[config.mk]
export PLATFORM = sky130hd
export DESIGN_NAME = pcacc_top
export DESIGN_NICKNAME = d
export VERILOG_FILES = /design/src/hw/pcacc_pkg.sv /design/src/hw/pcacc_pin_filter.sv /design/src/hw/pcacc_top.sv
export SDC_FILE = /design/constraint.sdc
export NUM_CORES = 1
export LEC_CHECK = 0
export BUFFER_PORTS_ARGS = -buffer_cell sky130_fd_sc_hd__buf_4
export CAP_MARGIN = 20
export CORE_ASPECT_RATIO = 1.75
export CORE_MARGIN = 10
export CORE_UTILIZATION = 55
export DETAILED_ROUTE_END_ITERATION = 8
export PLACE_DENSITY = 0.74
export SLEW_MARGIN = 30
export SYNTH_ARGS = -nofsm -noshare
export SYNTH_HDL_FRONTEND = slang
export SYNTH_SLANG_ARGS = --single-unit
[constraint.sdc]
create_clock -name clk_i -period 4.1 [get_ports clk_i]
set_input_delay 0.41 -clock clk_i [delete_from_list [all_inputs] [get_ports clk_i]]
set_output_delay 0.41 -clock clk_i [all_outputs]
set_load 0.05 [all_outputs]
[src/hw/pcacc_pkg.sv]
// constants, register map and mode types for the counter array capture/compare block
// Contract
// - Three independent capture/compare modules share one 16-bit counter, each with one I/O line.
// - Capture mode copies the counter into the module register and sets its flag.
// - Capture edge selects pick rising, falling or either edge as trigger.
// - With both edge selects set, the pin level stays readable by software.
// - Module flags stay set until software writes them clear.
// - Flag interrupt enable raises a request only with global and array enables.
// - Software timer mode sets the flag when counter equals the module register.
// - Low compare byte write clears compare enable; high byte write sets it.
// - High-speed output mode inverts the I/O line on every 16-bit match.
// - Frequency mode: compare enable, toggle, width-mod set, wide select clear.
// - Frequency mode toggles on low byte match and adds high byte to low.
// - Frequency mode treats a high byte of zero as 256 timebase clocks.
// - 8-bit modulation: compare enable, width-mod set; toggle, wide select clear.
// - 8-bit modulation: high on low byte match, low on low byte overflow.
// - 8-bit modulation reloads the low byte from the high byte on wrap.
// - 8-bit duty is (256 - high byte)/256; zero gives constant high.
// - Clearing compare enable in modulation modes holds the output low.
// - 16-bit modulation: compare enable, width-mod and wide select set, toggle clear.
// - 16-bit modulation: high on full match, low on counter overflow.
// - 16-bit duty is (65536 - value)/65536; 0xffff gives one count high.
// - Module flags sit at bits 2, 1, 0 of array control beside the overflow flag.
package pcacc_pkg;

    localparam int NUM_MOD = 3;

    // special function register addresses
    localparam logic [7:0] ADDR_ARRAY_CTRL = 8'hd8;
    localparam logic [7:0] ADDR_MODE_BASE  = 8'hda;
    localparam logic [7:0] ADDR_CPL_BASE   = 8'he9;
    localparam logic [7:0] ADDR_CPH_BASE   = 8'hf9;

    // module_mode_control field positions
    localparam int BIT_WIDE_MOD   = 7;
    localparam int BIT_CMP_EN     = 6;
    localparam int BIT_CAP_RISE   = 5;
    localparam int BIT_CAP_FALL   = 4;
    localparam int BIT_MATCH_EN   = 3;
    localparam int BIT_TOGGLE_EN  = 2;
    localparam int BIT_WIDTH_MOD  = 1;
    localparam int BIT_FLAG_IRQEN = 0;

    // array_control_reg field positions
    localparam int BIT_OVF_FLAG   = 7;
    localparam int BIT_RUN        = 6;

    // reset values
    localparam logic [7:0]  RST_MODE    = 8'h00;
    localparam logic [7:0]  RST_BYTE    = 8'h00;
    localparam logic [7:0]  RST_CTRL    = 8'h00;
    localparam logic [7:0]  READ_UNMAP  = 8'h00;

    typedef enum logic [2:0] {
        MODE_IDLE,
        MODE_CAPTURE,
        MODE_TIMER,
        MODE_HS_OUT,
        MODE_FREQ_OUT,
        MODE_PWM8,
        MODE_PWM16
    } pcacc_mode_e;

endpackage

[src/hw/pcacc_pin_filter.sv]
// three-stage synchroniser and level filter for one module I/O line
`timescale 1ns/1ns
module pcacc_pin_filter (
    input  wire logic clk_i,
    input  wire logic rst_n_i,
    input  wire logic pin_i,
    output logic      level_o,
    output logic      rise_o,
    output logic      fall_o
);

    logic sync1;
    logic sync2;
    logic sync3;

    // sync1 feeds sync2 only; sync2 and sync3 agreeing rejects single-cycle glitches
    always_ff @(posedge clk_i or negedge rst_n_i) begin
        if (!rst_n_i) begin
            sync1 <= 1'b0;
            sync2 <= 1'b0;
            sync3 <= 1'b0;
        end else begin
            sync1 <= pin_i;
            sync2 <= sync1;
            sync3 <= sync2;
        end
    end

    // accepted level moves only once two stages agree, so a level held 2 clocks is seen
    always_ff @(posedge clk_i or negedge rst_n_i) begin
        if (!rst_n_i) begin
            level_o <= 1'b0;
            rise_o  <= 1'b0;
            fall_o  <= 1'b0;
        end else begin
            rise_o <= (sync2 == sync3) && sync3 && !level_o;
            fall_o <= (sync2 == sync3) && !sync3 && level_o;
            if (sync2 == sync3) begin
                level_o <= sync3;
            end
        end
    end

endmodule

[src/hw/pcacc_top.sv]
// capture/compare modules of the counter array with their register interface
`timescale 1ns/1ns
module pcacc_top (
    input  wire logic                          clk_i,
    input  wire logic                          rst_n_i,
    // register access from the CPU core
    input  wire logic [7:0]                    sfr_addr_i,
    input  wire logic                          sfr_wr_i,
    input  wire logic                          sfr_rd_i,
    input  wire logic [7:0]                    sfr_wdata_i,
    output logic      [7:0]                    sfr_rdata_o,
    // shared counter
    input  wire logic [15:0]                   counter_i,
    input  wire logic                          counter_tick_i,
    input  wire logic                          counter_low_ovf_i,
    input  wire logic                          counter_full_ovf_i,
    output logic                               counter_run_o,
    // interrupt enables and request
    input  wire logic                          global_irq_enable_i,
    input  wire logic                          array_irq_enable_i,
    output logic                               irq_o,
    // module I/O lines
    input  wire logic [pcacc_pkg::NUM_MOD-1:0] module_io_line_i,
    output logic      [pcacc_pkg::NUM_MOD-1:0] module_io_line_o,
    output logic      [pcacc_pkg::NUM_MOD-1:0] module_io_line_oe_o,
    output logic      [pcacc_pkg::NUM_MOD-1:0] pin_level_o
);

    localparam int N = pcacc_pkg::NUM_MOD;

    // per-module state, one entry per module
    logic [7:0]              mode_ctrl [N];
    logic [7:0]              cmp_low   [N];
    logic [7:0]              cmp_high  [N];
    logic [N-1:0]            module_event_flag;
    logic [N-1:0]            out_level;
    logic [N-1:0]            pin_rise;
    logic [N-1:0]            pin_fall;
    pcacc_pkg::pcacc_mode_e  mode      [N];
    logic [N-1:0]            capture_hit;
    logic [N-1:0]            match_hit;

    // array-wide state
    logic                    ovf_flag;
    logic                    run_ctrl;
    logic                    wr_ctrl;
    logic [7:0]              next_rdata;

    assign wr_ctrl = sfr_wr_i && (sfr_addr_i == pcacc_pkg::ADDR_ARRAY_CTRL);

    // decode the mode select bits; anything outside the six modes is idle
    function automatic pcacc_pkg::pcacc_mode_e decode_mode(input logic [7:0] m);
        logic cmp;
        logic rise;
        logic fall;
        logic mat;
        logic tog;
        logic pwm;
        logic wide;
        cmp  = m[pcacc_pkg::BIT_CMP_EN];
        rise = m[pcacc_pkg::BIT_CAP_RISE];
        fall = m[pcacc_pkg::BIT_CAP_FALL];
        mat  = m[pcacc_pkg::BIT_MATCH_EN];
        tog  = m[pcacc_pkg::BIT_TOGGLE_EN];
        pwm  = m[pcacc_pkg::BIT_WIDTH_MOD];
        wide = m[pcacc_pkg::BIT_WIDE_MOD];
        decode_mode = pcacc_pkg::MODE_IDLE;
        if ((rise || fall) && !mat && !tog && !pwm) begin
            decode_mode = pcacc_pkg::MODE_CAPTURE;
        end else if (!rise && !fall && cmp) begin
            if (mat && !tog && !pwm) begin
                decode_mode = pcacc_pkg::MODE_TIMER;
            end else if (mat && tog && !pwm) begin
                decode_mode = pcacc_pkg::MODE_HS_OUT;
            end else if (tog && pwm && !wide) begin
                decode_mode = pcacc_pkg::MODE_FREQ_OUT;
            end else if (!tog && pwm && !wide) begin
                decode_mode = pcacc_pkg::MODE_PWM8;
            end else if (!tog && pwm && wide) begin
                decode_mode = pcacc_pkg::MODE_PWM16;
            end
        end
    endfunction

    // one slice per module; the three slices share only the counter
    for (genvar i = 0; i < N; i++) begin : g_mod
        logic [7:0]  my_addr_mode;
        logic [7:0]  my_addr_low;
        logic [7:0]  my_addr_high;
        logic        wr_mode;
        logic        wr_low;
        logic        wr_high;
        logic        full_match;
        logic        low_match;
        logic        edge_ok;
        logic        pwm_gate;
        logic [7:0]  low_cmp_val;

        assign my_addr_mode = pcacc_pkg::ADDR_MODE_BASE + 8'(i);
        assign my_addr_low  = pcacc_pkg::ADDR_CPL_BASE + 8'(i);
        assign my_addr_high = pcacc_pkg::ADDR_CPH_BASE + 8'(i);
        assign wr_mode      = sfr_wr_i && (sfr_addr_i == my_addr_mode);
        assign wr_low       = sfr_wr_i && (sfr_addr_i == my_addr_low);
        assign wr_high      = sfr_wr_i && (sfr_addr_i == my_addr_high);
        assign mode[i]      = decode_mode(mode_ctrl[i]);

        pcacc_pin_filter u_filter (
            .clk_i   (clk_i),
            .rst_n_i (rst_n_i),
            .pin_i   (module_io_line_i[i]),
            .level_o (pin_level_o[i]),
            .rise_o  (pin_rise[i]),
            .fall_o  (pin_fall[i])
        );

        // edge qualification by the rise and fall selects
        assign edge_ok = (pin_rise[i] && mode_ctrl[i][pcacc_pkg::BIT_CAP_RISE])
                      || (pin_fall[i] && mode_ctrl[i][pcacc_pkg::BIT_CAP_FALL]);
        assign capture_hit[i] = (mode[i] == pcacc_pkg::MODE_CAPTURE) && edge_ok;

        // pwm8 wrap tick compares the reload value so a zero high byte never drops
        assign low_cmp_val = (counter_low_ovf_i && (mode[i] == pcacc_pkg::MODE_PWM8))
                           ? cmp_high[i] : cmp_low[i];
        assign full_match  = counter_tick_i && (counter_i == {cmp_high[i], cmp_low[i]});
        assign low_match   = counter_tick_i && (counter_i[7:0] == low_cmp_val);
        assign match_hit[i] = full_match && mode_ctrl[i][pcacc_pkg::BIT_MATCH_EN]
                            && mode_ctrl[i][pcacc_pkg::BIT_CMP_EN]
                            && (mode[i] != pcacc_pkg::MODE_IDLE)
                            && (mode[i] != pcacc_pkg::MODE_CAPTURE);
        assign pwm_gate = mode_ctrl[i][pcacc_pkg::BIT_CMP_EN]
                       && mode_ctrl[i][pcacc_pkg::BIT_WIDTH_MOD]
                       && !mode_ctrl[i][pcacc_pkg::BIT_TOGGLE_EN];

        // mode register: plain write, but the low/high byte writes steer compare enable
        always_ff @(posedge clk_i or negedge rst_n_i) begin
            if (!rst_n_i) begin
                mode_ctrl[i] <= pcacc_pkg::RST_MODE;
            end else if (wr_mode) begin
                mode_ctrl[i] <= sfr_wdata_i;
            end else if (wr_low) begin
                mode_ctrl[i][pcacc_pkg::BIT_CMP_EN] <= 1'b0;
            end else if (wr_high) begin
                mode_ctrl[i][pcacc_pkg::BIT_CMP_EN] <= 1'b1;
            end
        end

        // low byte: capture beats a software write so a captured time is never torn
        always_ff @(posedge clk_i or negedge rst_n_i) begin
            if (!rst_n_i) begin
                cmp_low[i] <= pcacc_pkg::RST_BYTE;
            end else if (capture_hit[i]) begin
                cmp_low[i] <= counter_i[7:0];
            end else if (wr_low) begin
                cmp_low[i] <= sfr_wdata_i;
            end else if (mode[i] == pcacc_pkg::MODE_FREQ_OUT && low_match) begin
                cmp_low[i] <= cmp_low[i] + cmp_high[i];
            end else if (mode[i] == pcacc_pkg::MODE_PWM8 && counter_low_ovf_i) begin
                cmp_low[i] <= cmp_high[i];
            end
        end

        // high byte
        always_ff @(posedge clk_i or negedge rst_n_i) begin
            if (!rst_n_i) begin
                cmp_high[i] <= pcacc_pkg::RST_BYTE;
            end else if (capture_hit[i]) begin
                cmp_high[i] <= counter_i[15:8];
            end else if (wr_high) begin
                cmp_high[i] <= sfr_wdata_i;
            end
        end

        // event flag: hardware set wins over a software clear in the same cycle
        always_ff @(posedge clk_i or negedge rst_n_i) begin
            if (!rst_n_i) begin
                module_event_flag[i] <= 1'b0;
            end else if (capture_hit[i] || match_hit[i]) begin
                module_event_flag[i] <= 1'b1;
            end else if (wr_ctrl) begin
                module_event_flag[i] <= sfr_wdata_i[i];
            end
        end

        // output line level per mode
        always_ff @(posedge clk_i or negedge rst_n_i) begin
            if (!rst_n_i) begin
                out_level[i] <= 1'b0;
            end else begin
                unique case (mode[i])
                    pcacc_pkg::MODE_HS_OUT: begin
                        if (full_match) begin
                            out_level[i] <= !out_level[i];
                        end
                    end
                    pcacc_pkg::MODE_FREQ_OUT: begin
                        if (low_match) begin
                            out_level[i] <= !out_level[i];
                        end
                    end
                    pcacc_pkg::MODE_PWM8: begin
                        // match checked first so a zero high byte stays high
                        if (low_match) begin
                            out_level[i] <= 1'b1;
                        end else if (counter_low_ovf_i) begin
                            out_level[i] <= 1'b0;
                        end
                    end
                    pcacc_pkg::MODE_PWM16: begin
                        if (full_match) begin
                            out_level[i] <= 1'b1;
                        end else if (counter_full_ovf_i) begin
                            out_level[i] <= 1'b0;
                        end
                    end
                    pcacc_pkg::MODE_IDLE,
                    pcacc_pkg::MODE_CAPTURE,
                    pcacc_pkg::MODE_TIMER: begin
                        // modulation with compare enable clear decodes idle: output low
                        out_level[i] <= 1'b0;
                    end
                endcase
            end
        end

        // drive the line in output modes, and hold it driven low for zero duty
        always_ff @(posedge clk_i or negedge rst_n_i) begin
            if (!rst_n_i) begin
                module_io_line_oe_o[i] <= 1'b0;
            end else begin
                module_io_line_oe_o[i] <= (mode[i] == pcacc_pkg::MODE_HS_OUT)
                                       || (mode[i] == pcacc_pkg::MODE_FREQ_OUT)
                                       || (mode[i] == pcacc_pkg::MODE_PWM8)
                                       || (mode[i] == pcacc_pkg::MODE_PWM16)
                                       || (!mode_ctrl[i][pcacc_pkg::BIT_CMP_EN]
                                           && mode_ctrl[i][pcacc_pkg::BIT_WIDTH_MOD]
                                           && !pwm_gate);
            end
        end
    end

    assign module_io_line_o = out_level;

    // counter overflow flag beside the module flags, same set-over-clear policy
    always_ff @(posedge clk_i or negedge rst_n_i) begin
        if (!rst_n_i) begin
            ovf_flag <= 1'b0;
        end else if (counter_full_ovf_i) begin
            ovf_flag <= 1'b1;
        end else if (wr_ctrl) begin
            ovf_flag <= sfr_wdata_i[pcacc_pkg::BIT_OVF_FLAG];
        end
    end

    // run control for the external counter
    always_ff @(posedge clk_i or negedge rst_n_i) begin
        if (!rst_n_i) begin
            run_ctrl <= 1'b0;
        end else if (wr_ctrl) begin
            run_ctrl <= sfr_wdata_i[pcacc_pkg::BIT_RUN];
        end
    end

    assign counter_run_o = run_ctrl;

    // interrupt request: any enabled flag, gated by both upper-level enables;
    // registered, so it rises one cycle after the flag
    always_ff @(posedge clk_i or negedge rst_n_i) begin
        if (!rst_n_i) begin
            irq_o <= 1'b0;
        end else begin
            irq_o <= 1'b0;
            for (int k = 0; k < N; k++) begin
                if (module_event_flag[k] && mode_ctrl[k][pcacc_pkg::BIT_FLAG_IRQEN]
                    && global_irq_enable_i && array_irq_enable_i) begin
                    irq_o <= 1'b1;
                end
            end
        end
    end

    // read multiplexer; unmapped addresses return zero, reserved bits read zero
    always_comb begin
        next_rdata = pcacc_pkg::READ_UNMAP;
        if (sfr_addr_i == pcacc_pkg::ADDR_ARRAY_CTRL) begin
            next_rdata = pcacc_pkg::RST_CTRL;
            next_rdata[pcacc_pkg::BIT_OVF_FLAG] = ovf_flag;
            next_rdata[pcacc_pkg::BIT_RUN]      = run_ctrl;
            next_rdata[N-1:0]                   = module_event_flag;
        end
        for (int k = 0; k < N; k++) begin
            if (sfr_addr_i == pcacc_pkg::ADDR_MODE_BASE + 8'(k)) begin
                next_rdata = mode_ctrl[k];
            end
            if (sfr_addr_i == pcacc_pkg::ADDR_CPL_BASE + 8'(k)) begin
                next_rdata = cmp_low[k];
            end
            if (sfr_addr_i == pcacc_pkg::ADDR_CPH_BASE + 8'(k)) begin
                next_rdata = cmp_high[k];
            end
        end
    end

    // read data is registered and holds until the next read
    always_ff @(posedge clk_i or negedge rst_n_i) begin
        if (!rst_n_i) begin
            sfr_rdata_o <= pcacc_pkg::READ_UNMAP;
        end else if (sfr_rd_i) begin
            sfr_rdata_o <= next_rdata;
        end
    end

endmodule
Yosys cells after proc, flatten, opt, wreduce, memory -nomap -nowiden
Index checks and enable logic that the tools add are counted.
Widths: inputs -> output; s select.
Cells by class
  $add $sub $neg: 3
  eq/ne operators: 52
  muxes and demuxes: 86
  reduce and logical (&&, ||, !) cells: 194
Operator list (count)
  $mux 8: 28
  $logic_and 1x1->1: 118
  $eq 8x8->1 const B: 10
  $mux 3: 21
  $eq 16x16->1: 3
  $mux 1: 34
  $logic_not 1->1: 33
  $eq 3x3->1 const B: 9
  $add 8x8->8: 3
  $eq 8x8->1: 3
  $logic_or 1x1->1: 21
  $eq 3x2->1 const B: 6
  $ne 3x3->1 const B: 6
  $reduce_bool 3->1: 6
  $pmux 1 s5: 3
  $reduce_bool 2->1: 7
  $ne 2x2->1 const B: 6
  $reduce_and 4->1: 3
  $eq 3x1->1 const B: 3
  $logic_not 3->1: 3
  $ne 3x1->1 const B: 3
  $reduce_or 3->1: 3
  $eq 1x1->1: 3
Word-level totals
  register bits: 110
  input port bits: 44
  logic and storage cells: 378

Depth between registers and ports, before layout
  depth after elaboration: 19
  mapped depth: 10

Modules after synthesis
Synthesis repeated with hierarchy kept, for this count alone.
Second synthesis, totals
  cells, all modules: 918
  area, all modules: 8224.1 µm²
Modules (own cells, without submodules)
  pcacc_top: instances 1, cells each 879, area an instance 7593.5 µm², seq. area each 2302.2 µm²
  pcacc_pin_filter: instances 3, cells each 13, area an instance 210.2 µm², seq. area each 150.1 µm²

Least setup slack after synthesis
OpenSTA, ideal clock, no wires.
  path type: register -> register
  start point: reg mode_ctrl[5] (netlist bit)
  end point: reg cmp_low[1] (netlist bit)
  library setup time: 87 ps
  arrival: 2919 ps
  data required time: 4013 ps
  path slack: 1095 ps
  stages on the path, launching flop included: 9
  clock period less this slack: 3005 ps
  cells stage by stage: dfrtp_1 > or3b_2 > clkbuf_1 > nor3_2 > mux2i_1 > o2111ai_1 > nor2_1 > mux2_2 > o211ai_1
Between the ends
  word-level cells in the longest chain between the ends: 14
  elaborated cells on any way between the ends: 23
  those cells by class: 4 x eq/ne; 6 x mux; 13 x reduce/logical
RTL lines
  start, declared: RTL line pcacc_top.sv:32  | logic [7:0] mode_ctrl [N];
  start signal, assigned by index: RTL line pcacc_top.sv:137  | mode_ctrl[i] <= pcacc_pkg::RST_MODE;
  start signal, assigned by index: RTL line pcacc_top.sv:139  | mode_ctrl[i] <= sfr_wdata_i;
  $logic_not 1->1 or $logic_or 1x1->1 (tied branches): RTL line pcacc_top.sv:70, pcacc_top.sv:68
  $logic_and 1x1->1, on equally long branches (2 in series): RTL line pcacc_top.sv:70, pcacc_top.sv:68
  $mux 3 or $logic_and 1x1->1 (tied branches): RTL line pcacc_top.sv:70, pcacc_top.sv:68
  $mux 3: RTL line pcacc_top.sv:68  | if ((rise || fall) && !mat && !tog && !pwm) begin
  $eq 3x3->1: RTL line pcacc_top.sv:122, pcacc_top.sv:157
  $logic_and 1x1->1: RTL line pcacc_top.sv:122, pcacc_top.sv:157
  $mux 8
  $eq 8x8->1: RTL line pcacc_top.sv:125  | assign low_match = counter_tick_i && (counter_i[7:0] == low_cmp_val);
  $logic_and 1x1->1: RTL line pcacc_top.sv:125
  $logic_and 1x1->1: RTL line pcacc_top.sv:155  | end else if (mode[i] == pcacc_pkg::MODE_FREQ_OUT && low_match) begin
  $mux 8: RTL line pcacc_top.sv:155
  $mux 8: RTL line pcacc_top.sv:153  | end else if (wr_low) begin
  $mux 8 *: RTL line pcacc_top.sv:151  | end else if (capture_hit[i]) begin
  end signal, assigned by index: RTL line pcacc_top.sv:152  | cmp_low[i] <= counter_i[7:0];
  end signal, assigned by index: RTL line pcacc_top.sv:154  | cmp_low[i] <= sfr_wdata_i;
  end signal, assigned by index: RTL line pcacc_top.sv:156  | cmp_low[i] <= cmp_low[i] + cmp_high[i];
  end, declared: RTL line pcacc_top.sv:33  | logic [7:0] cmp_low [N];
Every way passes the cells marked *; elsewhere a longest branch is shown, timed or not.
A chain may end at the register's enable or synchronous reset.

Worst setup path in the final report
  start point: reg mode_ctrl[14] (netlist bit)
  end point: reg cmp_low[15] (netlist bit)
Between the ends
  word-level cells in the longest chain between the ends: 12
  elaborated cells on any way between the ends: 15
  those cells by class: 4 x eq/ne; 6 x mux; 5 x reduce/logical
RTL lines
  $logic_and 1x1->1 *: RTL line pcacc_top.sv:70  | end else if (!rise && !fall && cmp) begin
  $mux 3 *: RTL line pcacc_top.sv:70
  $mux 3 *: RTL line pcacc_top.sv:68
  $eq 3x3->1: RTL line pcacc_top.sv:122, pcacc_top.sv:157
  $logic_and 1x1->1: RTL line pcacc_top.sv:122, pcacc_top.sv:157
  $mux 8
  $eq 8x8->1: RTL line pcacc_top.sv:125
  $logic_and 1x1->1: RTL line pcacc_top.sv:125
  $logic_and 1x1->1: RTL line pcacc_top.sv:155
  $mux 8: RTL line pcacc_top.sv:155
  $mux 8: RTL line pcacc_top.sv:153
  $mux 8 *: RTL line pcacc_top.sv:151
Marked as above.

==> impl_metrics.json <==
{
  "status": "complete, no violations",
  "design_area_um2": 9020,
  "fin_crit_sh_pct": 75.4,
  "area_growth_pct": 9.86,
  "synth_seq_cells": 110,
  "hold_path_class": "primary input to async pin",
  "yosysTopAreaCellShare_pct": 33.5,
  "coreArea_um2": 14800,
  "fin_ws_ps": 1010,
  "crit_top_cell": "or4_4",
  "die_h_um": 182,
  "cts_tree": "built",
  "ys.flop_type": "dfrtp_1",
  "cp_max_fo": 14,
  "yosysWarningCount": 0,
  "h-tree-depth": 3,
  "slew_headroom_pct": 31.2,
  "critical-path-slowest-cell": "or4_4",
  "antenna_found_initial": 0,
  "dr.first_iter.drc_count": 747,
  "fin_nets": 1046,
  "p_per_area_nw_per_um2": 324,
  "pre_cts_slack_ps": 1050,
  "vias": 7688,
  "timing.reg2reg.worst_path_depth": 7,
  "rows": 59,
  "end_kind": "flip-flop",
  "cts.sinks": 110,
  "r2r_start": "mode_ctrl[14]",
  "whs_ps": 11.4,
  "die_w_um": 112,
  "worst_skew_pair.late_latency_ps": 360,
  "tightest_slew_ps": 1030,
  "maxCapViolCount": 0,
  "netlist_instances": 946,
  "p_total_mw": 2.92,
  "setup_viol": 0,
  "final_hold_viol_count": 0,
  "dp_hpwl_mm": 21.3,
  "drive_above_1_share_pct": 14.7,
  "start_util_pct": 55.6,
  "ant_nets": 0,
  "ys_async_sr_fraction_pct": 100,
  "arrival_ps": 3380,
  "final_util_pct": 61.1,
  "slowest_delay_ps": 620,
  "synth_cell_types": 81,
  "root_buffer": "clkbuf_16",
  "irDropWorstVdd_mv": 0.330,
  "reg2reg_slack_ps": 1010,
  "synth_seq_area_share_pct": 33.5,
  "rsz0062_at_grt": "no",
  "post_cts_buffers": 0,
  "drc": 0,
  "grt_pass1_vias": 7674,
  "layout_common_cells": "dfrtp_1, nand2_1, nor2_1",
  "startpoint_type": "flip-flop",
  "final_common_cell": "dfrtp_1",
  "hold_buffers": 0,
  "die_area_um2": 20400,
  "diodes": 0,
  "grt_max_degree": 42,
  "syn-num-nets": 1020,
  "clkTransAtPathRegs_ps": 80,
  "fin_skew_ps": 13.1,
  "clockBufferDepth": 2,
  "setup-tns-final_ps": 0,
  "period_minus_slack_ps": 3090,
  "grt_pass1_wl_mm": 44.1,
  "syn_area_per_cell_um2": 8.68,
  "drv_slew": 0,
  "path_class": "flip-flop to flip-flop",
  "cts_buffers": 9,
  "yosys-top-cells-area": "dfrtp_1, mux2i_1, mux2_2",
  "numPortBuffers": 62,
  "dr.pass1.iters": 5,
  "r2r_end": "cmp_low[15]",
  "via_per_inst": 6.63,
  "instances_no_fill": 1160,
  "synth_edf_count": 0,
  "cts_resized": 0,
  "grt.overflow.total": 0,
  "gp_congestion": 1.03,
  "wl_mm": 28.6,
  "max_freq_ghz": 0.323,
  "grtUsageTotal_pct": 27.4,
  "placed_cell_area_um2": 8710,
  "yosysTopAreaCell": "dfrtp_1",
  "leakage_nw": 3.97,
  "wl_per_cell_um": 24.7,
  "crit_chain": "or3b_1 -> or4_4 -> or4_4 -> a211o_4 -> nor4_1 -> nor3_1 -> a21oi_1",
  "ios": 63,
  "dp_cells": 1144,
  "required_ps": 4390,
  "synth.cell_area_um2": 8210
}
synthesized netlist by cell type (all sizes together), types with 20 or more instances:
library cell	number
o21ai	65
a21oi	62
dfrtp	110
nand2	85
a22oi	20
inv	33
nor3	23
clkbuf	42
nand3	25
nor2	80
xnor2	45
mux2i	48
ha	27
mux2	35
power by group:
group | total (mW) | switching [mW] | internal (mW)
Combinational | 0.679 | 0.385 | 0.294
Clock | 0.919 | 0.484 | 0.436
Sequential | 1.32 | 0.156 | 1.17
Total | 2.92 | 1.03 | 1.90
worst max-delay path: cells and delay by family (launching register included):
kind	cells	cell delay, ps
DFF	1	460
AOI/OAI and AO/OA	2	570
and+or+nand+nor	5	2000
final cells by class:
type | instances | area (um2)
Clock inverter | 7 | 77.6
Inverter | 34 | 128
Tap cell | 183 | 229
Clock buffer | 9 | 225
Timing Repair Buffer | 74 | 556
Multi-Input combinational cell | 743 | 5050
Fill cell | 1368 | 5750
Sequential cell | 110 | 2750
state kept, by name (all words and copies together), names as in the netlist, 8 cells and up:
register,flops
cmp_low,24
mode_ctrl,24
cmp_high,24
sfr_rdata_o,8
worst max-delay path by stage:
| stage | from | endpoint | slack, ps | depth (start not counted) |
|---|---|---|---|---|
| floorplan | mode_ctrl[5] | cmp_low[1] | 1090 | 8 |
| global placement | mode_ctrl[13] | cmp_low[12] | 1050 | 7 |
| detailed placement | mode_ctrl[13] | cmp_low[12] | 1050 | 7 |
| CTS | mode_ctrl[13] | cmp_low[12] | 1030 | 7 |
| global route | mode_ctrl[14] | cmp_low[12] | 890 | 7 |
| finish | mode_ctrl[14] | cmp_low[15] | 1010 | 7 |
cells by family (layout without fill, tap and decap cells):
logic type | count (synthesis) | after routing | share of synthesized area (%)
AO/OA/AOI/OAI | 245 | 245 | 19.3
adder cells (fa/ha/maj) | 30 | 30 | 4.85
XOR/XNOR | 64 | 64 | 6.83
AND/OR/NAND/NOR | 321 | 321 | 19.8
flip-flops | 110 | 110 | 33.5
multiplexers | 83 | 83 | 10.7
buffers and inverters | 93 | 124 | 5.00
routing by layer:
layer | GRT usage, % | part of all wire (%) | vias to the layer above
met5 | 0 | 0 | -
met4 | 21.6 | 8.7 | 0
met3 | 5.08 | 6.8 | 142
met2 | 46.1 | 49 | 375
met1 | 29.4 | 35 | 3693
li1 | - | - | 3478
(Power assumes the default switching activity.)
